<file path="src/sbcr_pkg.sv">
// package: register map, frame layout and preset values of the register bank
package sbcr_pkg;

	// wishbone byte offsets; the scratch word 1 keeps its frame index
	localparam logic [5:0] IDX_GP1     = 6'h03;
	localparam logic [7:0] OFS_GP1     = {IDX_GP1, 2'b00};
	localparam logic [7:0] OFS_FRAME   = 8'h10;
	localparam logic [7:0] OFS_STATUS  = 8'h14;
	localparam logic [7:0] OFS_DIAG    = 8'h18;
	localparam logic [7:0] OFS_PENDING = 8'h1c;

	// serial frame layout
	localparam int unsigned FR_ADDR_HI = 15;
	localparam int unsigned FR_ADDR_LO = 14;
	localparam int unsigned FR_RRS     = 13;
	localparam int unsigned FR_RO      = 12;
	localparam int unsigned DATA_W     = 12;
	localparam int unsigned FRAME_W    = 16;

	// frame register select codes
	localparam logic [1:0] FA_CFG = 2'h0;
	localparam logic [1:0] FA_IE  = 2'h1;
	localparam logic [1:0] FA_GP0 = 2'h2;
	localparam logic [1:0] FA_GP1 = 2'h3;

	// scratch word 0: position of the ident-overwritten flag
	localparam int unsigned GP0_FLAG_BIT = 11;

	// system configuration field positions
	localparam int unsigned CFG_ILC    = 0;
	localparam int unsigned CFG_INHIBIT_OUTPUT_ENABLE   = 1;
	localparam int unsigned CFG_WSC    = 2;
	localparam int unsigned CFG_WEN    = 3;
	localparam int unsigned CFG_MAIN_SUPPLY_CURRENT_WATCH  = 4;
	localparam int unsigned CFG_V3C_LO = 5;
	localparam int unsigned CFG_V3C_HI = 6;
	localparam int unsigned CFG_RLC    = 7;
	localparam int unsigned CFG_GROUND_OFFSET_THRESHOLD_SEL  = 8;
	localparam int unsigned CFG_ERROR_PIN_EMULATION  = 9;
	// power-on value: only wake enable set
	localparam logic [11:0] CFG_POR    = 12'h008;

	// status word field positions
	localparam int unsigned ST_RC_LO  = 0;
	localparam int unsigned ST_RC_HI  = 3;
	localparam int unsigned ST_BWAKE  = 4;
	localparam int unsigned ST_PWAKE  = 5;
	localparam int unsigned ST_ENS    = 6;

	// reset cause codes
	localparam logic [3:0] RC_CODE_0 = 4'h0;
	localparam logic [3:0] RC_CODE_2 = 4'h2;
	localparam logic [3:0] RC_CODE_C = 4'hc;
	localparam logic [3:0] RC_CODE_E = 4'he;

	// diagnosis word: mode[1:0] v1 2 v2 3 v3 4 fault[8:5] gnd 9
	localparam int unsigned DG_W        = 10;
	localparam int unsigned DG_FAULT_LO = 5;
	localparam int unsigned DG_FAULT_HI = 8;
	localparam logic [9:0]  DIAG_POR    = 10'h018;

	// pending interrupt width
	localparam int unsigned IRQ_W = 8;

endpackage

</file>
<file path="src/sbcr_scratch.sv">
// module: one 12-bit scratch word with its feedback copy
module sbcr_scratch
	import sbcr_pkg::*;
#(
	parameter bit          HAS_IDENT  = 1'b0,   // word 0 carries an ident code
	parameter logic [10:0] IDENT_CODE = 11'h000 // arbitrary neutral value
) (
	input  wire logic        i_clk,
	input  wire logic        i_rst_b,
	input  wire logic        i_store,
	input  wire logic [11:0] i_data,
	output logic      [11:0] o_word
);

	// power-on content: ident code with flag clear, or all zero
	localparam logic [11:0] POR_WORD = HAS_IDENT ? {1'b0, IDENT_CODE}
		: 12'h000;

	// value stored on a write; ident word forces its flag high
	logic [11:0] store_d;

	// the flag ignores what the host wrote into its position
	always_comb begin
		store_d = i_data;
		if (HAS_IDENT) begin
			store_d[GP0_FLAG_BIT] = 1'b1;
		end
	end

	// word register; the feedback copy is the register itself
	always_ff @(posedge i_clk) begin
		if (!i_rst_b) begin
			o_word <= POR_WORD;
		end else if (i_store) begin
			o_word <= store_d;
		end
	end

endmodule

</file>
<file path="src/sbcr_bank.sv">
// module: register bank with frame decode, mode presets and wishbone slave
module sbcr_bank
	import sbcr_pkg::*;
#(
	parameter logic [10:0] IDENT_CODE = 11'h155 // arbitrary neutral value
) (
	input  wire logic        i_clk,
	input  wire logic        i_rst_b,
	// classic wishbone slave
	input  wire logic        i_wb_cyc,
	input  wire logic        i_wb_stb,
	input  wire logic        i_wb_we,
	input  wire logic [7:0]  i_wb_adr,
	input  wire logic [3:0]  i_wb_sel,
	input  wire logic [31:0] i_wb_dat,
	output logic      [31:0] o_wb_dat,
	output logic             o_wb_ack,
	// mode entry pulses from the mode controller
	input  wire logic        i_startup_entry,
	input  wire logic        i_restart_entry,
	input  wire logic        i_failsafe_entry,
	// status that the rest of the chip feeds in
	input  wire logic [3:0]  i_reset_cause,
	input  wire logic        i_wake_by_bus,
	input  wire logic        i_wake_by_pin,
	input  wire logic [9:0]  i_diag_live,
	input  wire logic [7:0]  i_irq_event,
	input  wire logic [11:0] i_phy_ctrl_fb,
	// configuration and enable pin towards the chip
	output logic      [11:0] o_sys_cfg,
	output logic             o_enable_pin
);

	// true when the bus address matches a register offset
	function automatic logic hit(input logic [7:0] adr,
		input logic [7:0] ofs);
		hit = (adr == ofs);
	endfunction

	// restart may only report one of four cause codes
	function automatic logic restart_code_ok(input logic [3:0] c);
		restart_code_ok = (c == RC_CODE_0) || (c == RC_CODE_2)
			|| (c == RC_CODE_C) || (c == RC_CODE_E);
	endfunction

	// bus handshake helpers
	logic        wb_req;       // new request, not yet answered
	logic        wb_wr;        // write request this cycle
	logic        low_half;     // both low byte lanes enabled
	logic [31:0] rd_mux;       // read data selected by address

	// frame fields taken from the written bus word
	logic [15:0] frame;        // raw frame
	logic [1:0]  frame_sel;    // register_select_bits
	logic        frame_rrs;    // readback_source_select
	logic        frame_ro;     // read_without_store
	logic [11:0] frame_data;   // payload bits
	logic        frame_wr;     // frame write accepted
	logic        frame_store;  // frame also stores its payload

	// per-register store strobes
	logic        cfg_wr;       // configuration store
	logic        ie_wr;        // interrupt enable store
	logic        gp0_wr;       // scratch word 0 store
	logic        gp1_wr;       // scratch word 1 store
	logic [11:0] gp1_data;     // payload for scratch word 1
	logic        pend_clr_wr;  // write-one-to-clear of pending
	logic [11:0] frame_ans;    // answer selected by the frame

	// mode entry helpers
	logic        any_entry;    // start-up or restart entry
	logic        bus_ok;       // live bus fault field is clean

	// state
	logic        ack_q;        // wishbone acknowledge
	logic [31:0] dat_q;        // wishbone read data
	logic [15:0] answer_q;     // last frame answer
	logic [11:0] cfg_q;        // system configuration
	logic [7:0]  ie_q;         // interrupt enable
	logic [7:0]  pend_q;       // pending interrupts
	logic [3:0]  cause_q;      // reset_cause_code
	logic        bwake_q;      // bus_wake_flag
	logic        pwake_q;      // pin_edge_wake_flag
	logic        ens_q;        // enable_pin_state_flag
	logic [9:0]  diag_q;       // diagnosis word
	logic        live_q;       // diagnosis follows live inputs
	logic [11:0] gp0_word;     // user_scratch_word_0 feedback
	logic [11:0] gp1_word;     // user_scratch_word_1 feedback
	logic [11:0] status_word;  // status as read by software

	// request decode; ack_q masks the second cycle of a request so
	// that each write has its side effects exactly once
	assign wb_req   = i_wb_cyc && i_wb_stb && !ack_q;
	assign wb_wr    = wb_req && i_wb_we;
	assign low_half = i_wb_sel[0] && i_wb_sel[1];

	// frame field split
	assign frame      = i_wb_dat[FRAME_W-1:0];
	assign frame_sel  = frame[FR_ADDR_HI:FR_ADDR_LO];
	assign frame_rrs  = frame[FR_RRS];
	assign frame_ro   = frame[FR_RO];
	assign frame_data = frame[DATA_W-1:0];

	// a frame needs both low lanes; a partial frame would be garbage
	assign frame_wr    = wb_wr && low_half && hit(i_wb_adr, OFS_FRAME);
	// read-only frames answer but never store
	assign frame_store = frame_wr && !frame_ro;

	// store strobes per selected register
	assign cfg_wr = frame_store && (frame_sel == FA_CFG);
	assign ie_wr  = frame_store && (frame_sel == FA_IE);
	assign gp0_wr = frame_store && (frame_sel == FA_GP0);
	// scratch word 1: by frame code 11 or by its direct offset
	assign gp1_wr = (frame_store && (frame_sel == FA_GP1))
		|| (wb_wr && low_half && hit(i_wb_adr, OFS_GP1));
	assign gp1_data = hit(i_wb_adr, OFS_GP1) ? i_wb_dat[DATA_W-1:0]
		: frame_data;
	assign pend_clr_wr = wb_wr && i_wb_sel[0]
		&& hit(i_wb_adr, OFS_PENDING);

	// mode entry decode
	assign any_entry = i_startup_entry || i_restart_entry;
	assign bus_ok    = (i_diag_live[DG_FAULT_HI:DG_FAULT_LO] == 4'h0);

	// status word as software sees it
	assign status_word = {5'h00, ens_q, pwake_q, bwake_q, cause_q};

	// frame answer: bit 13 picks the register or its companion; the
	// answer uses the contents from before this frame's store
	always_comb begin
		case (frame_sel)
			FA_CFG: begin
				frame_ans = frame_rrs ? cfg_q : status_word;
			end
			FA_IE: begin
				frame_ans = frame_rrs ? {4'h0, ie_q} : {4'h0, pend_q};
			end
			FA_GP0: begin
				frame_ans = frame_rrs ? gp0_word : cfg_q;
			end
			FA_GP1: begin
				// feedback copy or the phy control feedback
				frame_ans = frame_rrs ? gp1_word : i_phy_ctrl_fb;
			end
			default: begin
				frame_ans = 12'h000;
			end
		endcase
	end

	// bus read mux; unmapped addresses read as zero
	always_comb begin
		rd_mux = 32'h0000_0000;
		if (hit(i_wb_adr, OFS_GP1)) begin
			rd_mux = {20'h00000, gp1_word};
		end else if (hit(i_wb_adr, OFS_FRAME)) begin
			rd_mux = {16'h0000, answer_q};
		end else if (hit(i_wb_adr, OFS_STATUS)) begin
			rd_mux = {20'h00000, status_word};
		end else if (hit(i_wb_adr, OFS_DIAG)) begin
			rd_mux = {22'h0, diag_q};
		end else if (hit(i_wb_adr, OFS_PENDING)) begin
			rd_mux = {24'h000000, pend_q};
		end
	end

	// acknowledge one cycle after the request, dropped the cycle after
	always_ff @(posedge i_clk) begin
		if (!i_rst_b) begin
			ack_q <= 1'b0;
		end else begin
			ack_q <= wb_req;
		end
	end

	// read data captured with the acknowledge, zero for writes
	always_ff @(posedge i_clk) begin
		if (!i_rst_b) begin
			dat_q <= 32'h0000_0000;
		end else if (wb_req) begin
			dat_q <= i_wb_we ? 32'h0000_0000 : rd_mux;
		end
	end

	// last frame answer: the top nibble echoes the frame header
	always_ff @(posedge i_clk) begin
		if (!i_rst_b) begin
			answer_q <= 16'h0000;
		end else if (frame_wr) begin
			answer_q <= {frame[FRAME_W-1:DATA_W], frame_ans};
		end
	end

	// scratch word 0 carries the ident code until first written
	sbcr_scratch #(
		.HAS_IDENT  (1'b1),
		.IDENT_CODE (IDENT_CODE)
	) u_gp0 (
		.i_clk   (i_clk),
		.i_rst_b (i_rst_b),
		.i_store (gp0_wr),
		.i_data  (frame_data),
		.o_word  (gp0_word)
	);

	// scratch word 1: twelve bits with no meaning of their own
	sbcr_scratch #(
		.HAS_IDENT  (1'b0),
		.IDENT_CODE (11'h000)
	) u_gp1 (
		.i_clk   (i_clk),
		.i_rst_b (i_rst_b),
		.i_store (gp1_wr),
		.i_data  (gp1_data),
		.o_word  (gp1_word)
	);

	// system configuration; fail-safe outranks restart, restart
	// outranks a host store in the same cycle, start-up changes nothing
	always_ff @(posedge i_clk) begin
		if (!i_rst_b) begin
			cfg_q <= CFG_POR;
		end else if (i_failsafe_entry) begin
			cfg_q[CFG_RLC]  <= 1'b1;
			cfg_q[CFG_INHIBIT_OUTPUT_ENABLE] <= 1'b1;
			cfg_q[CFG_ILC]  <= 1'b0;
		end else if (i_restart_entry) begin
			cfg_q[CFG_RLC] <= 1'b1;
			// inhibit output floats only if it was driven high
			if (cfg_q[CFG_ILC]) begin
				cfg_q[CFG_INHIBIT_OUTPUT_ENABLE] <= 1'b0;
			end
		end else if (cfg_wr) begin
			// host store; mode entries above leave other fields alone
			cfg_q <= frame_data;
		end
	end

	// interrupt enables survive every mode entry
	always_ff @(posedge i_clk) begin
		if (!i_rst_b) begin
			ie_q <= 8'h00;
		end else if (ie_wr) begin
			ie_q <= frame_data[IRQ_W-1:0];
		end
	end

	// pending interrupts: start-up or restart entry clears all, an event beats a host clear
	always_ff @(posedge i_clk) begin
		if (!i_rst_b) begin
			pend_q <= 8'h00;
		end else if (any_entry) begin
			pend_q <= 8'h00;
		end else begin
			pend_q <= (pend_q & ~(pend_clr_wr ? i_wb_dat[IRQ_W-1:0]
				: 8'h00)) | (i_irq_event & ie_q);
		end
	end

	// reset cause: illegal codes for a mode keep the previous value,
	// since a wrong cause is worse for software than a stale one
	always_ff @(posedge i_clk) begin
		if (!i_rst_b) begin
			cause_q <= RC_CODE_0;
		end else if (i_restart_entry) begin
			if (restart_code_ok(i_reset_cause)) begin
				cause_q <= i_reset_cause;
			end
		end else if (i_startup_entry) begin
			if (i_reset_cause != RC_CODE_C) begin
				cause_q <= i_reset_cause;
			end
		end
	end

	// wake flags: start-up sets the one that woke us, restart keeps
	always_ff @(posedge i_clk) begin
		if (!i_rst_b) begin
			bwake_q <= 1'b0;
			pwake_q <= 1'b0;
		end else if (i_startup_entry && !i_restart_entry) begin
			if (i_wake_by_bus) begin
				bwake_q <= 1'b1;
			end
			if (i_wake_by_pin) begin
				pwake_q <= 1'b1;
			end
		end
	end

	// after the first start-up or restart, diagnosis follows live status
	always_ff @(posedge i_clk) begin
		if (!i_rst_b) begin
			live_q <= 1'b0;
		end else if (any_entry) begin
			live_q <= 1'b1;
		end
	end

	// diagnosis word: fixed at power-on, then tracks the inputs
	always_ff @(posedge i_clk) begin
		if (!i_rst_b) begin
			diag_q <= DIAG_POR;
		end else if (any_entry || live_q) begin
			diag_q <= i_diag_live;
		end
	end

	// enable flag: low unless error emulation shows a clean bus
	always_ff @(posedge i_clk) begin
		if (!i_rst_b) begin
			ens_q <= 1'b0;
		end else if (any_entry || live_q) begin
			ens_q <= cfg_q[CFG_ERROR_PIN_EMULATION] && bus_ok;
		end
	end

	// outputs straight from flops
	assign o_wb_ack     = ack_q;
	assign o_wb_dat     = dat_q;
	assign o_sys_cfg    = cfg_q;
	assign o_enable_pin = ens_q;

endmodule

</file>
<file path="config.mk">
export PLATFORM = sky130hd
export DESIGN_NAME = sbcr_bank
export DESIGN_NICKNAME = d
export VERILOG_FILES = /design/src/sbcr_pkg.sv /design/src/sbcr_scratch.sv /design/src/sbcr_bank.sv
export SDC_FILE = /design/constraint.sdc
export NUM_CORES = 1
export LEC_CHECK = 0
export BUFFER_PORTS_ARGS = -buffer_cell sky130_fd_sc_hd__clkbuf_2
export CORE_MARGIN = 2
export CORE_UTILIZATION = 57
export DETAILED_ROUTE_END_ITERATION = 10
export PLACE_DENSITY_LB_ADDON = 0.12
export SLEW_MARGIN = 20
export SYNTH_ARGS = -nofsm -noshare
export SYNTH_HDL_FRONTEND = slang
export SYNTH_SLANG_ARGS = --single-unit
</file>
<file path="constraint.sdc">
create_clock -name i_clk -period 3 [get_ports i_clk]
set_clock_uncertainty 0.15 [all_clocks]
set_input_delay 0.6 -clock i_clk [delete_from_list [all_inputs] [get_ports i_clk]]
set_output_delay 0.6 -clock i_clk [all_outputs]
set_load 0.02 [all_outputs]
</file>
# After elaboration in Yosys (flattened, before gate mapping)
# Cells that the tools add are included.
[word_totals]
output_inout_bits = 46
inputBits = 88
word_cells = 100
reg_bits = 119
[classes]
muxes = 23
n_eq_ne = 14
n_reduce_logical = 39
bitwise_logic = 7
[ops]
columns = ["operator", "n"]
rows = [
  ["case mux 12 bit (4 select lines)", 1],
  ["2-to-1 mux 12 bit", 3],
  ["equality test 8 x 5 -> 1 bit (second input constant)", 4],
  ["2-to-1 mux 16 bit", 2],
  ["2-to-1 mux 32 bit", 1],
  ["2-to-1 mux 8 bit", 4],
  ["2-to-1 mux 10 bit", 2],
  ["AND 8 bit", 2],
  ["logical AND 1 bit", 16],
  ["2-to-1 mux 4 bit", 4],
  ["equality test 4 bit (second input constant)", 2],
  ["equality test 8 x 4 -> 1 bit (second input constant)", 1],
  ["logical NOT 4 bit", 2],
  ["inverter 8 bit", 1],
  ["OR 8 bit", 1],
  ["AND reduction 2 bit", 4],
  ["logical OR 1 bit", 6],
  ["AND reduction 3 bit", 2],
  ["2-to-1 mux 1 bit", 5],
  ["equality test 2 bit (second input constant)", 2],
  ["equality test 4 x 2 -> 1 bit (second input constant)", 1],
  ["inequality test 4 bit (second input constant)", 1],
  ["nonzero test 2 bit", 2],
  ["OR reduction 2 bit", 2],
  ["other kinds (8)", 12],
]

# Logic depth before layout (Yosys ltp)
# Gate-level depths: netlist of run 1.
[logic_depth]
depth_word = 10
depth_mapped = 7
mapped_depth_nobuf = 4

# Cells and area by module
# Synthesis of run 1 repeated with hierarchy kept, for this count alone.
[unflattened]
hier_cells = 550
area_unflattened_um2 = 4928.5
[by_module_without_submodules]
columns = ["mod", "cells_per_inst", "area_each_um2", "seq_area_each_um2", "n_inst"]
rows = [
  ["sbcr_bank", 475, 4048.9, 1581.5, 1],
  ["sbcr_scratch at u_gp1", 38, 450.4, 240.2, 1],
  ["sbcr_scratch at u_gp0", 37, 429.2, 240.2, 1],
]

# Worst setup path after synthesis of run 1
# OpenSTA, ideal clock, no wires.
[synth_path]
kind = "input to register"
start = "input port i_wb_adr[3]"
end = "register u_gp0.o_word[0]"
setup_time_ns = 0.142
required_time_ns = 2.708
t_arrival_ns = 1.693
n_path_buf = 2
setup_slack_ns = 1.015
cell_stages = 6
path_cell_list = "buf_4 -> nor4_4 -> nand4_2 -> buf_6 -> o21ai_0 -> o311ai_1"
[synth_via]
elab_chain_cells = 4
[synth_rtl]
columns = ["item", "line_no", "source"]
rows = [
  ["from (decl)", "sbcr_bank.sv:13", "input wire logic [7:0] i_wb_adr,"],
  ["equality test 8 x 5 -> 1 bit", "sbcr_bank.sv:37", "hit = (adr == ofs);"],
  ["logical AND 1 bit", "sbcr_bank.sv:105", "assign frame_wr = wb_wr && low_half && hit(i_wb_adr, OFS_FRAME);"],
  ["logical AND 1 bit", "sbcr_bank.sv:107", "assign frame_store = frame_wr && !frame_ro;"],
  ["logical AND 1 bit", "sbcr_bank.sv:112", "assign gp0_wr = frame_store && (frame_sel == FA_GP0);"],
  ["to (signal assigned)", "sbcr_scratch.sv:35", "o_word <= store_d;"],
  ["to (decl)", "sbcr_scratch.sv:12", "output logic [11:0] o_word"],
]
# Every way passes these cells.
# A chain may end at the register's enable or synchronous reset.

# Worst setup path after layout of run 1
[layout_path]
start = "input port i_wb_adr[3]"
end = "register pend_q[0]"
[layout_via]
elab_chain_cells = 6
[layout_rtl]
columns = ["item", "line_no", "source"]
rows = [
  ["equality test 8 x 5 -> 1 bit", "sbcr_bank.sv:37", ""],
  ["logical AND 1 bit", "sbcr_bank.sv:119", "&& hit(i_wb_adr, OFS_PENDING);"],
  ["2-to-1 mux 8 bit", "sbcr_bank.sv:255", "pend_q <= (pend_q & ~(pend_clr_wr ? i_wb_dat[IRQ_W-1:0]"],
  ["inverter 8 bit", "sbcr_bank.sv:255", ""],
  ["AND 8 bit", "sbcr_bank.sv:255", ""],
  ["OR 8 bit", "sbcr_bank.sv:256", ": 8'h00)) | (i_irq_event & ie_q);"],
  ["to (signal assigned)", "sbcr_bank.sv:255", ""],
  ["to (decl)", "sbcr_bank.sv:80", "logic [7:0] pend_q;"],
]
# Every way passes these cells.

==> impl_summary.md, run 1 <==
Timing
Derived from the worst setup path, the maximum achievable clock frequency is 438 MHz. Setup repair after global routing left no endpoint under its margin. The final critical delay including setup and external delays is 2.28 ns.

Setup violations remaining at the end of the flow were counted as 0. The worst path uses 76.0% of the clock period. The transition time of the tightest slew-check pin is 0.624 ns.

The aggregate negative setup slack is 0 ns. Measured against its own limit, the worst slew margin works out to 58.3%. Across all setup checks in the final design, the least slack found is 0.719 ns.

The hold violation total from the final report is 0. The number of slew-limit violations in the final report came to 0.

Critical path
The required time at the endpoint of the critical path is 3.09 ns. For the worst setup path, the data arrival time is 2.37 ns. The internal reg-to-reg setup slack is 0.96 ns. By startpoint and endpoint, the worst setup path is classified as in -> reg. In this run the worst path has a maximum fanout of 10. The launch instance of the worst register-to-register path is o_wb_ack. For the worst flop-to-flop path, the logic depth is 4. The worst register-to-register path ends at pend_q[0].

STA classifies the critical path endpoint as a flip-flop. The critical path startpoint category is an input port.

Hold path
The min-delay analysis places its worst path in the category in -> reg. The start point of the worst hold path is i_diag_live[3]. The worst hold endpoint is diag_q[3]. Counting instances, the worst hold path has a depth of 3.

Outcome
The run finished with clean final reports.

Logic synthesis
The gate count of the mapped netlist is 570. The Yosys warning count is 0. The synthesized netlist occupies a cell area of 0.00523 mm^2.

The post-synthesis register bit count is 103. The synthesized design contains 0 enable-type register cells. The count of cell types in the netlist is 61. The most used flip-flop cell after synthesis is dfxtp_1. The share of synthesized area in the top cell type comes to 39.4%. Dividing the synthesized area by the synthesized cell count gives 9.18 um^2. In the post-synthesis netlist, the biggest area contributors are dfxtp_1, mux2i_1, nand2_1, mux4_2, o21ai_0. The largest area contributor in the synthesized netlist is dfxtp_1. The sequential cell area fraction in the yosys report is 39.4%. For this run, asynchronously set or reset flops after synthesis account for 0%.

Floorplanning
Once the floorplan was initialized, standard cells occupied 59.4% of the core. The floorplan step defined a die boundary enclosing 0.00996 mm^2. The height of the chip is 99.8 um.

Pin placement for this block handled 134 I/O pins. The placeable core area is 0.00881 mm^2. The site row count is 34. The horizontal extent of the die is 99.8 um.

Final layout
The antenna diode count is 0. Of the cells placed in the final design, the portion with a size suffix greater than 1 is 24.2%. For this run, the share of the core covered by cells in the final layout is 67.2%. The number of nets in the layout is 744. Compared with the post-synthesis result, the final layout area differs by 13.2%. The number of inserted filler cells in the final layout is 718. The finished layout holds 769 standard cells, fillers aside.

Clock network
The H-tree depth reported by CTS is 3. The number of hold buffers added after CTS was 0. Counting along the longest clock path gives a buffer depth of 2.

The root buffer cell chosen for the clock tree is clkbuf_8. The CTS clock-pin slew for the worst setup and hold paths is 0.10 ns. The clock reaches the later pin of the worst-skew pair after 0.36 ns. The number of sinks on the clock net is 103. Once the clock tree was built, the resizer swapped 0 gates to a different size. The CTS tree is built.

Buffers inserted during clock tree synthesis total 9. The number of setup buffers added after CTS is 0.

Pwr
Overall power consumption after layout is estimated at 2.60 mW. The clock network power share is 34.8%. Summed over all cells, the static leakage comes to 2.71 nW.

The total power density per cell area is 438 mW/mm^2. Net switching is 27.0% of the power. Summed over all nets, the switching power comes to 0.700 mW. IR analysis of the VDD net gives a maximum drop of 0.000327 V.

Combinational logic burns 11.3% of the power. Cell internal power was estimated by the tool at 1.90 mW. The sequential cell fraction of total power is 53.9%.

Route
The pre-antenna-repair detailed-routing pass consisted of 5 iterations. The count of vias placed by the detailed router is 4591. The total routed wirelength is 14.1 mm. The detail route stage leaves a number of antenna-violating nets equal to 0. After detailed routing, the average wire length per cell comes to 18.4 um.

The number of vias per cell after detailed routing is 5.97. The first routing iteration left 282 violations. After detailed routing, the number of remaining DRC violations is 0.

Place
The number of port buffers is 99. The number of placed instances, taps included, is 753. The half-perimeter wire length after placement is 10.3 mm.

The worst-case setup slack after placement is 0.449 ns. Routability-driven placement finished with a final weighted congestion of 0.839.

GRT
For this run the aggregate overflow at the end of global routing stands at 0. The total track usage is 28.9%. The largest net degree at the start of global routing is 59.

The number of antenna violations at the first check in global routing is 0. The number of global-route vias before repair was 4362. The first-pass GRT wire length is 22.5 mm.

Run
The tool flagged a number of max-cap violations equal to 0.
## cell families (layout without fill, tap and decap cells)
logic type | Yosys count | in the layout | share of synthesized area, %
mux | 72 | 72 | 16.7
flops | 103 | 103 | 39.4
xor+xnor | 1 | 1 | 0.167
other cells | 1 | 16 | 0.0717
simple gates | 197 | 197 | 20.4
compound gates | 131 | 131 | 16.2
buf+inv | 65 | 141 | 7.03
## synthesized netlist by cell type (3+ instances only)
cell type and instances:
dfxtp_1 103, nand2_1 101, mux2i_1 58, o21ai_0 37, a21oi_1 29, clkbuf_1 20
nor2b_1 20, buf_4 18, nor2_1 13, mux4_2 12, a21boi_0 11, and3_1 11
inv_1 11, nand3_1 11, a211o_1 10, buf_2 9, a22oi_1 7, a31oi_1 6
buf_6 6, nor3_1 6, a211oi_1 5, nand2b_1 5, o311ai_1 5, a21boi_1 4
nand3b_1 4, o31ai_1 3, o41ai_1 3
## layer usage
layer | wire (um) | track usage [%] | vias up | share of wire (%)
met1 | 6090 | 40.2 | 2195 | 43
li1 | - | - | 2184 | -
met5 | 0 | 0 | - | 0
met2 | 6790 | 47.3 | 189 | 48
met4 | 227 | 7.48 | 0 | 1.6
met3 | 1040 | 4.74 | 23 | 7.3
## state kept, by name, indices dropped and copies added (netlist names), 8 cells and up
register      flops
answer_q         16
o_wb_dat         16
o_sys_cfg        12
u_gp0.o_word     12
u_gp1.o_word     12
diag_q           10
ie_q              8
pend_q            8
## worst max-delay path: stages
cell,delay [ns]
clkbuf_2,0.27
buf_4,0.26
and4_1,0.20
nand4_1,0.50
o21ai_0,0.41
a21oi_1,0.11
## stage by stage
| step | cell area [um^2] | hold WS (ns) |
|---|---|---|
| 2_1_floorplan | 5290 | 0.284 |
| 3_3_place_gp | 5720 | 0.293 |
| 3_5_place_dp | 5720 | 0.296 |
| 4_1_cts | 5920 | 0.292 |
| 5_1_grt | 5920 | 0.300 |
| 6_report | 5920 | 0.301 |
## final cells by class
| cell class | instances | area [um^2] | share of cell area (%) |
|---|---|---|---|
| Tap cell | 108 | 135 | 2.28 |
| Inverter | 11 | 41.3 | 0.698 |
| Timing Repair Buffer | 114 | 621 | 10.5 |
| Clock buffer | 9 | 124 | 2.09 |
| Clock inverter | 7 | 80.1 | 1.35 |
| Multi-Input combinational cell | 417 | 2860 | 48.3 |
| Sequential cell | 103 | 2060 | 34.8 |
## layout by cell type (no fill, tap or decap), types with 3 or more instances in the layout
master,instances
nand2_1,101
o21ai_0,37
a211oi_1,5
and3_1,11
o41ai_1,3
a21oi_1,29
mux2i_1,58
a22oi_1,7
nor2_1,13
nand3b_1,4
a211o_1,10
nand3_1,11
nor2b_1,20
conb_1,16
a31oi_1,6
inv_1,11
mux4_2,12
clkbuf_8,9
nand2b_1,5
clkbuf_2,98
buf_4,14
nor3_1,6
o31ai_1,3
dfxtp_1,103
a21boi_1,4
a21boi_0,11
o311ai_1,5
## power groups by stage
| stage | clock network (mW) | logic [mW] | registers, mW |
|---|---|---|---|
| after floorplan | 0 | 0.197 | 1.43 |
| after global placement | 0 | 0.286 | 1.43 |
| after detailed placement | 0 | 0.290 | 1.43 |
| after CTS | 0.911 | 0.291 | 1.40 |
| after global routing | 0.967 | 0.319 | 1.40 |
| final | 0.903 | 0.294 | 1.40 |
## how the worst max path moves through the flow
stage,from,cells past startpoint,endpoint
after floorplan,i_wb_adr[3],6,u_gp0.o_word[0]
after global placement,i_wb_adr[3],6,pend_q[7]
after detailed placement,i_wb_adr[3],6,pend_q[0]
after CTS,i_wb_adr[3],6,pend_q[0]
after global routing,i_wb_adr[3],6,pend_q[4]
final,i_wb_adr[3],6,pend_q[0]
Power figures use the tool's default switching activity.
==> run 2, diff against run 1 <==
--- a/config.mk
+++ b/config.mk
@@ -5,9 +5,10 @@
 export SDC_FILE = /design/constraint.sdc
 export NUM_CORES = 1
 export LEC_CHECK = 0
+export ABC_AREA = 1
 export BUFFER_PORTS_ARGS = -buffer_cell sky130_fd_sc_hd__clkbuf_2
 export CORE_MARGIN = 2
-export CORE_UTILIZATION = 57
+export CORE_UTILIZATION = 48
 export DETAILED_ROUTE_END_ITERATION = 10
 export PLACE_DENSITY_LB_ADDON = 0.12
 export SLEW_MARGIN = 20
==> constraint.sdc (replaced) <==
create_clock -name i_clk -period 2.04 [get_ports i_clk]
set_clock_uncertainty 0.15 [all_clocks]
set_input_delay 0.408 -clock i_clk [delete_from_list [all_inputs] [get_ports i_clk]]
set_output_delay 0.408 -clock i_clk [all_outputs]
set_load 0.02 [all_outputs]
==> run 2 against run 1 <==
- synthesized cell count increased by 27%
- flip-flop and latch count unchanged
- total power increased by 48%
- clock power increased by 51%
- critical path depth increased by 2
- die area increased by 13%
- non-clock buffer count increased by 16
- worst hold slack got worse by 0.23 ns
- global-route usage decreased by 0.60 points
- largest power group unchanged
==> impl_summary.md, run 2 <==
Route
The number of search-and-repair iterations in the first detailed-routing pass is 6 (+1). The number of antenna-violating nets in the routed design is 0 (unchanged). The per-cell routed wire length is 15.9 um (-13%).

The initial DRC count is 482 (+71%). The count of vias placed by the detailed router is 5290 (+15%). The number of vias per cell after detailed routing was 5.44 (-8.9%). The remaining design rule violation count is 0 (unchanged). The total routed wirelength is 15.5 mm (+9.5%).

Timing
The number of slew-limit violations in the final report is 0 (unchanged). The hold violation total from the final report is 0 (unchanged). The worst hold margin is 0.0666 ns (-0.234 ns).

Setup repair after global routing left no endpoint under its margin. The number of failing setup endpoints in the final timing report is 0 (unchanged). The maximum clock frequency is 560 MHz. The share of the cycle needed by the critical path after routing is 87.5%. The aggregate negative setup slack is 0 ns (unchanged). Subtracting the final worst setup slack from the clock period gives 1.78 ns.

Logic synthesis
The area share of the largest cell type after synthesis is 41.1% (+1.7 points). The most used flip-flop cell after synthesis is dfxtp_1. The post-synthesis compound-gate area fraction is 23.1% (+6.9 points). The largest area contributor in the synthesized netlist is dfxtp_1. The count of cell types in the netlist came to 33 (-46%).

By count the netlist is led by nand2_1, nor2_1, dfxtp_1. The post-synthesis async set-or-reset flop share is 0% (unchanged). The adder-cell share of the synthesized area was 0% (unchanged). The cell with the most instances after synthesis is nand2_1. Sorting the synthesized cells by area gives the leading types as dfxtp_1, a21oi_1, nand2_1, nor2_1, o21ai_0.

The area of the mapped netlist was 0.00502 mm^2 (-4.1%). The average cell area after synthesis was 6.91 um^2 (-25%). The fraction of the mapped netlist area in simple logic gates is 25.6% (+5.2 points). The post-synthesis register bit count is 103 (unchanged). The sequential cell area fraction in the yosys report was 41.1% (+1.7 points). The number of enable flip-flop cells after synthesis was 0 (unchanged). The xor and xnor area share after synthesis was 0% (-0.17 points). After synthesis, the largest family of logic cells by area is simple AND/OR/NAND/NOR gates. The Yosys warning count is 0 (unchanged).

The gate count of the mapped netlist was 726 (+27%). The mux cell area share after synthesis is 0% (-17 points).

Run
The max-cap violation count is 0 (unchanged).

Clock network
The number of buffers inserted to repair setup after CTS was 0 (unchanged). The H-tree depth reported by CTS is 3 (unchanged). The post-cts resize count is 0 (unchanged).

The CTS buffer count is 9 (unchanged). The post-cts hold buffer count was 0 (unchanged). The CTS clock-pin slew for the worst setup and hold paths is 0.11 ns (about the same).

The latest clock arrival within the worst-skew pair is 0.38 ns (+0.02 ns). The number of sinks on the clock net is 103 (unchanged). The root buffer selected by CTS is clkbuf_8.

The buffer depth of the longest clock path is 2 (unchanged). The CTS tree is built.

Critical path
STA classifies the critical path endpoint as a flip-flop. The maximum fanout count along the critical path is 10 (unchanged). The worst setup path is launched from a flip-flop. The required time at the endpoint of the critical path is 2.14 ns (-0.95 ns). By startpoint and endpoint, the worst setup path is classified as reg -> reg. The critical path arrival was 1.89 ns (-0.48 ns).

GRT
The number of antenna violations at the first check in global routing is 0 (unchanged). The largest net degree at the start of global routing was 40 (-32%). The number of global-route vias before repair is 4909 (+13%). The first-pass GRT wire length is 24.8 mm (+10%). The final global-route overflow total is 0 (unchanged). The total track usage is 28.3% (-0.60 points).

Place
The placed instance area is 0.00572 mm^2 (about the same). The half-perimeter wire length after placement was 11.7 mm (+14%). The routability congestion estimate is 0.903 (+7.6%). The number of port buffers is 99 (unchanged).

Pwr
The leakage power summed over all cells is 2.66 nW (-1.9%). The peak supply drop is 0.000491 V (+50%). The total power density per cell area is 647 mW/mm^2 (+47%). The total power consumption of the routed design was 3.83 mW (+48%).

Final layout
The final design instance area without fill came to 0.00592 mm^2 (about the same). The area occupied by multi-input gates is 0.00250 mm^2 (-12%). The number of inserted filler cells in the final layout was 1045 (+46%).

From synthesis to final layout, the design area changed by 18.1%. Leaving out fill and tap cells, the most frequent cell in the layout is nand2_1. The area taken by flip-flops and latches is 0.00206 mm^2 (unchanged).

In the layout the commonest cells are nand2_1, nor2_1, dfxtp_1. The number of nets in the layout is 920 (+24%). The fraction of the core area covered by cells at the end of the flow is 57.9% (-9.3 points).

The antenna diode count is 0 (unchanged). The share of final-layout standard cells stronger than drive strength 1 is 20.1% (-4.1 points).

Floorplanning
The horizontal extent of the die is 106 um (+6.4%). The placeable core area is 0.0102 mm^2 (+16%). The I/O pin count is 134 (unchanged). The die outline area is 0.0113 mm^2 (+13%). The height of the chip is 106 um (+6.4%). The initial core utilization is 49.0% (-10 points). The site row count is 37 (+8.8%).

Hold path
The path class of the lowest-slack min-delay path is in -> reg.

Outcome
The flow ran to the end, and the final reports show no timing, DRC or antenna violations.
## run 2: cell types whose count changed after synthesis, moves of 40 or more
cell and change:
nor2_1 +97, mux2i_1 -58, a21oi_1 +57, o21ai_0 +44
nand3_1 +41, inv_1 +40
## run 2: worst max-delay path, cell delays in order, from the launching register on
cell and delay [ns]:
dfxtp_1 0.35, inv_1 0.06, nand4_1 0.07, nor2_1 0.25, nand3_4 0.20, nor2_4 0.17
nand2_2 0.21, nand2_1 0.12, o211ai_1 0.08
## run 2: layout make-up
type                            count  area share (%)
Clock buffer                        9            2.09
Clock inverter                      7            1.35
Inverter                           59            3.74
Multi-Input combinational cell    529            42.2
Sequential cell                   103            34.8
Tap cell                          136            2.87
Timing Repair Buffer              130            12.9
## run 2: final timing paths
kind                     from                to  slack, ns  cells past startpoint
max                  o_wb_ack      o_sys_cfg[3]       0.26                      8
min reg2reg  u_gp0.o_word[11]  u_gp0.o_word[11]       0.32                      2
max reg2reg          o_wb_ack      o_sys_cfg[3]       0.26                      8
min            i_diag_live[3]         diag_q[3]       0.07                      3
## run 2: cell families (layout without fill, tap and decap cells)
kind of cell           Yosys count  count (layout)
flip-flops                     103             103
AND/OR/NAND/NOR                301             301
other                            1              16
buffers and inverters          109             205
AO/OA/AOI/OAI                  212             212
## run 2: power breakdown
part	leakage (nW)	switching, mW	total [mW]	internal, mW
clock	0.102	0.780	1.36	0.585
sequential	0.835	0.0173	2.05	2.04
combinational	1.72	0.274	0.412	0.138
total	2.66	1.07	3.83	2.76
## run 2: through the flow
step,worst slack [ns],cells
3_3_place_gp,0.107,957
2_1_floorplan,0.280,741
3_5_place_dp,0.0776,957
5_1_grt,0.0295,973
4_1_cts,0.267,973
6_report,0.255,973
## run 2: per-layer routing
metal / part of all wire (%) / vias up / routed length, um / global-route usage, %
met5: 0 / - / 0 / 0
met4: 2.5 / 0 / 386 / 10.3
met3: 8.2 / 30 / 1270 / 4.90
met2: 44 / 235 / 6850 / 43.9
met1: 45 / 2411 / 6980 / 39.6
li1: - / 2614 / - / -
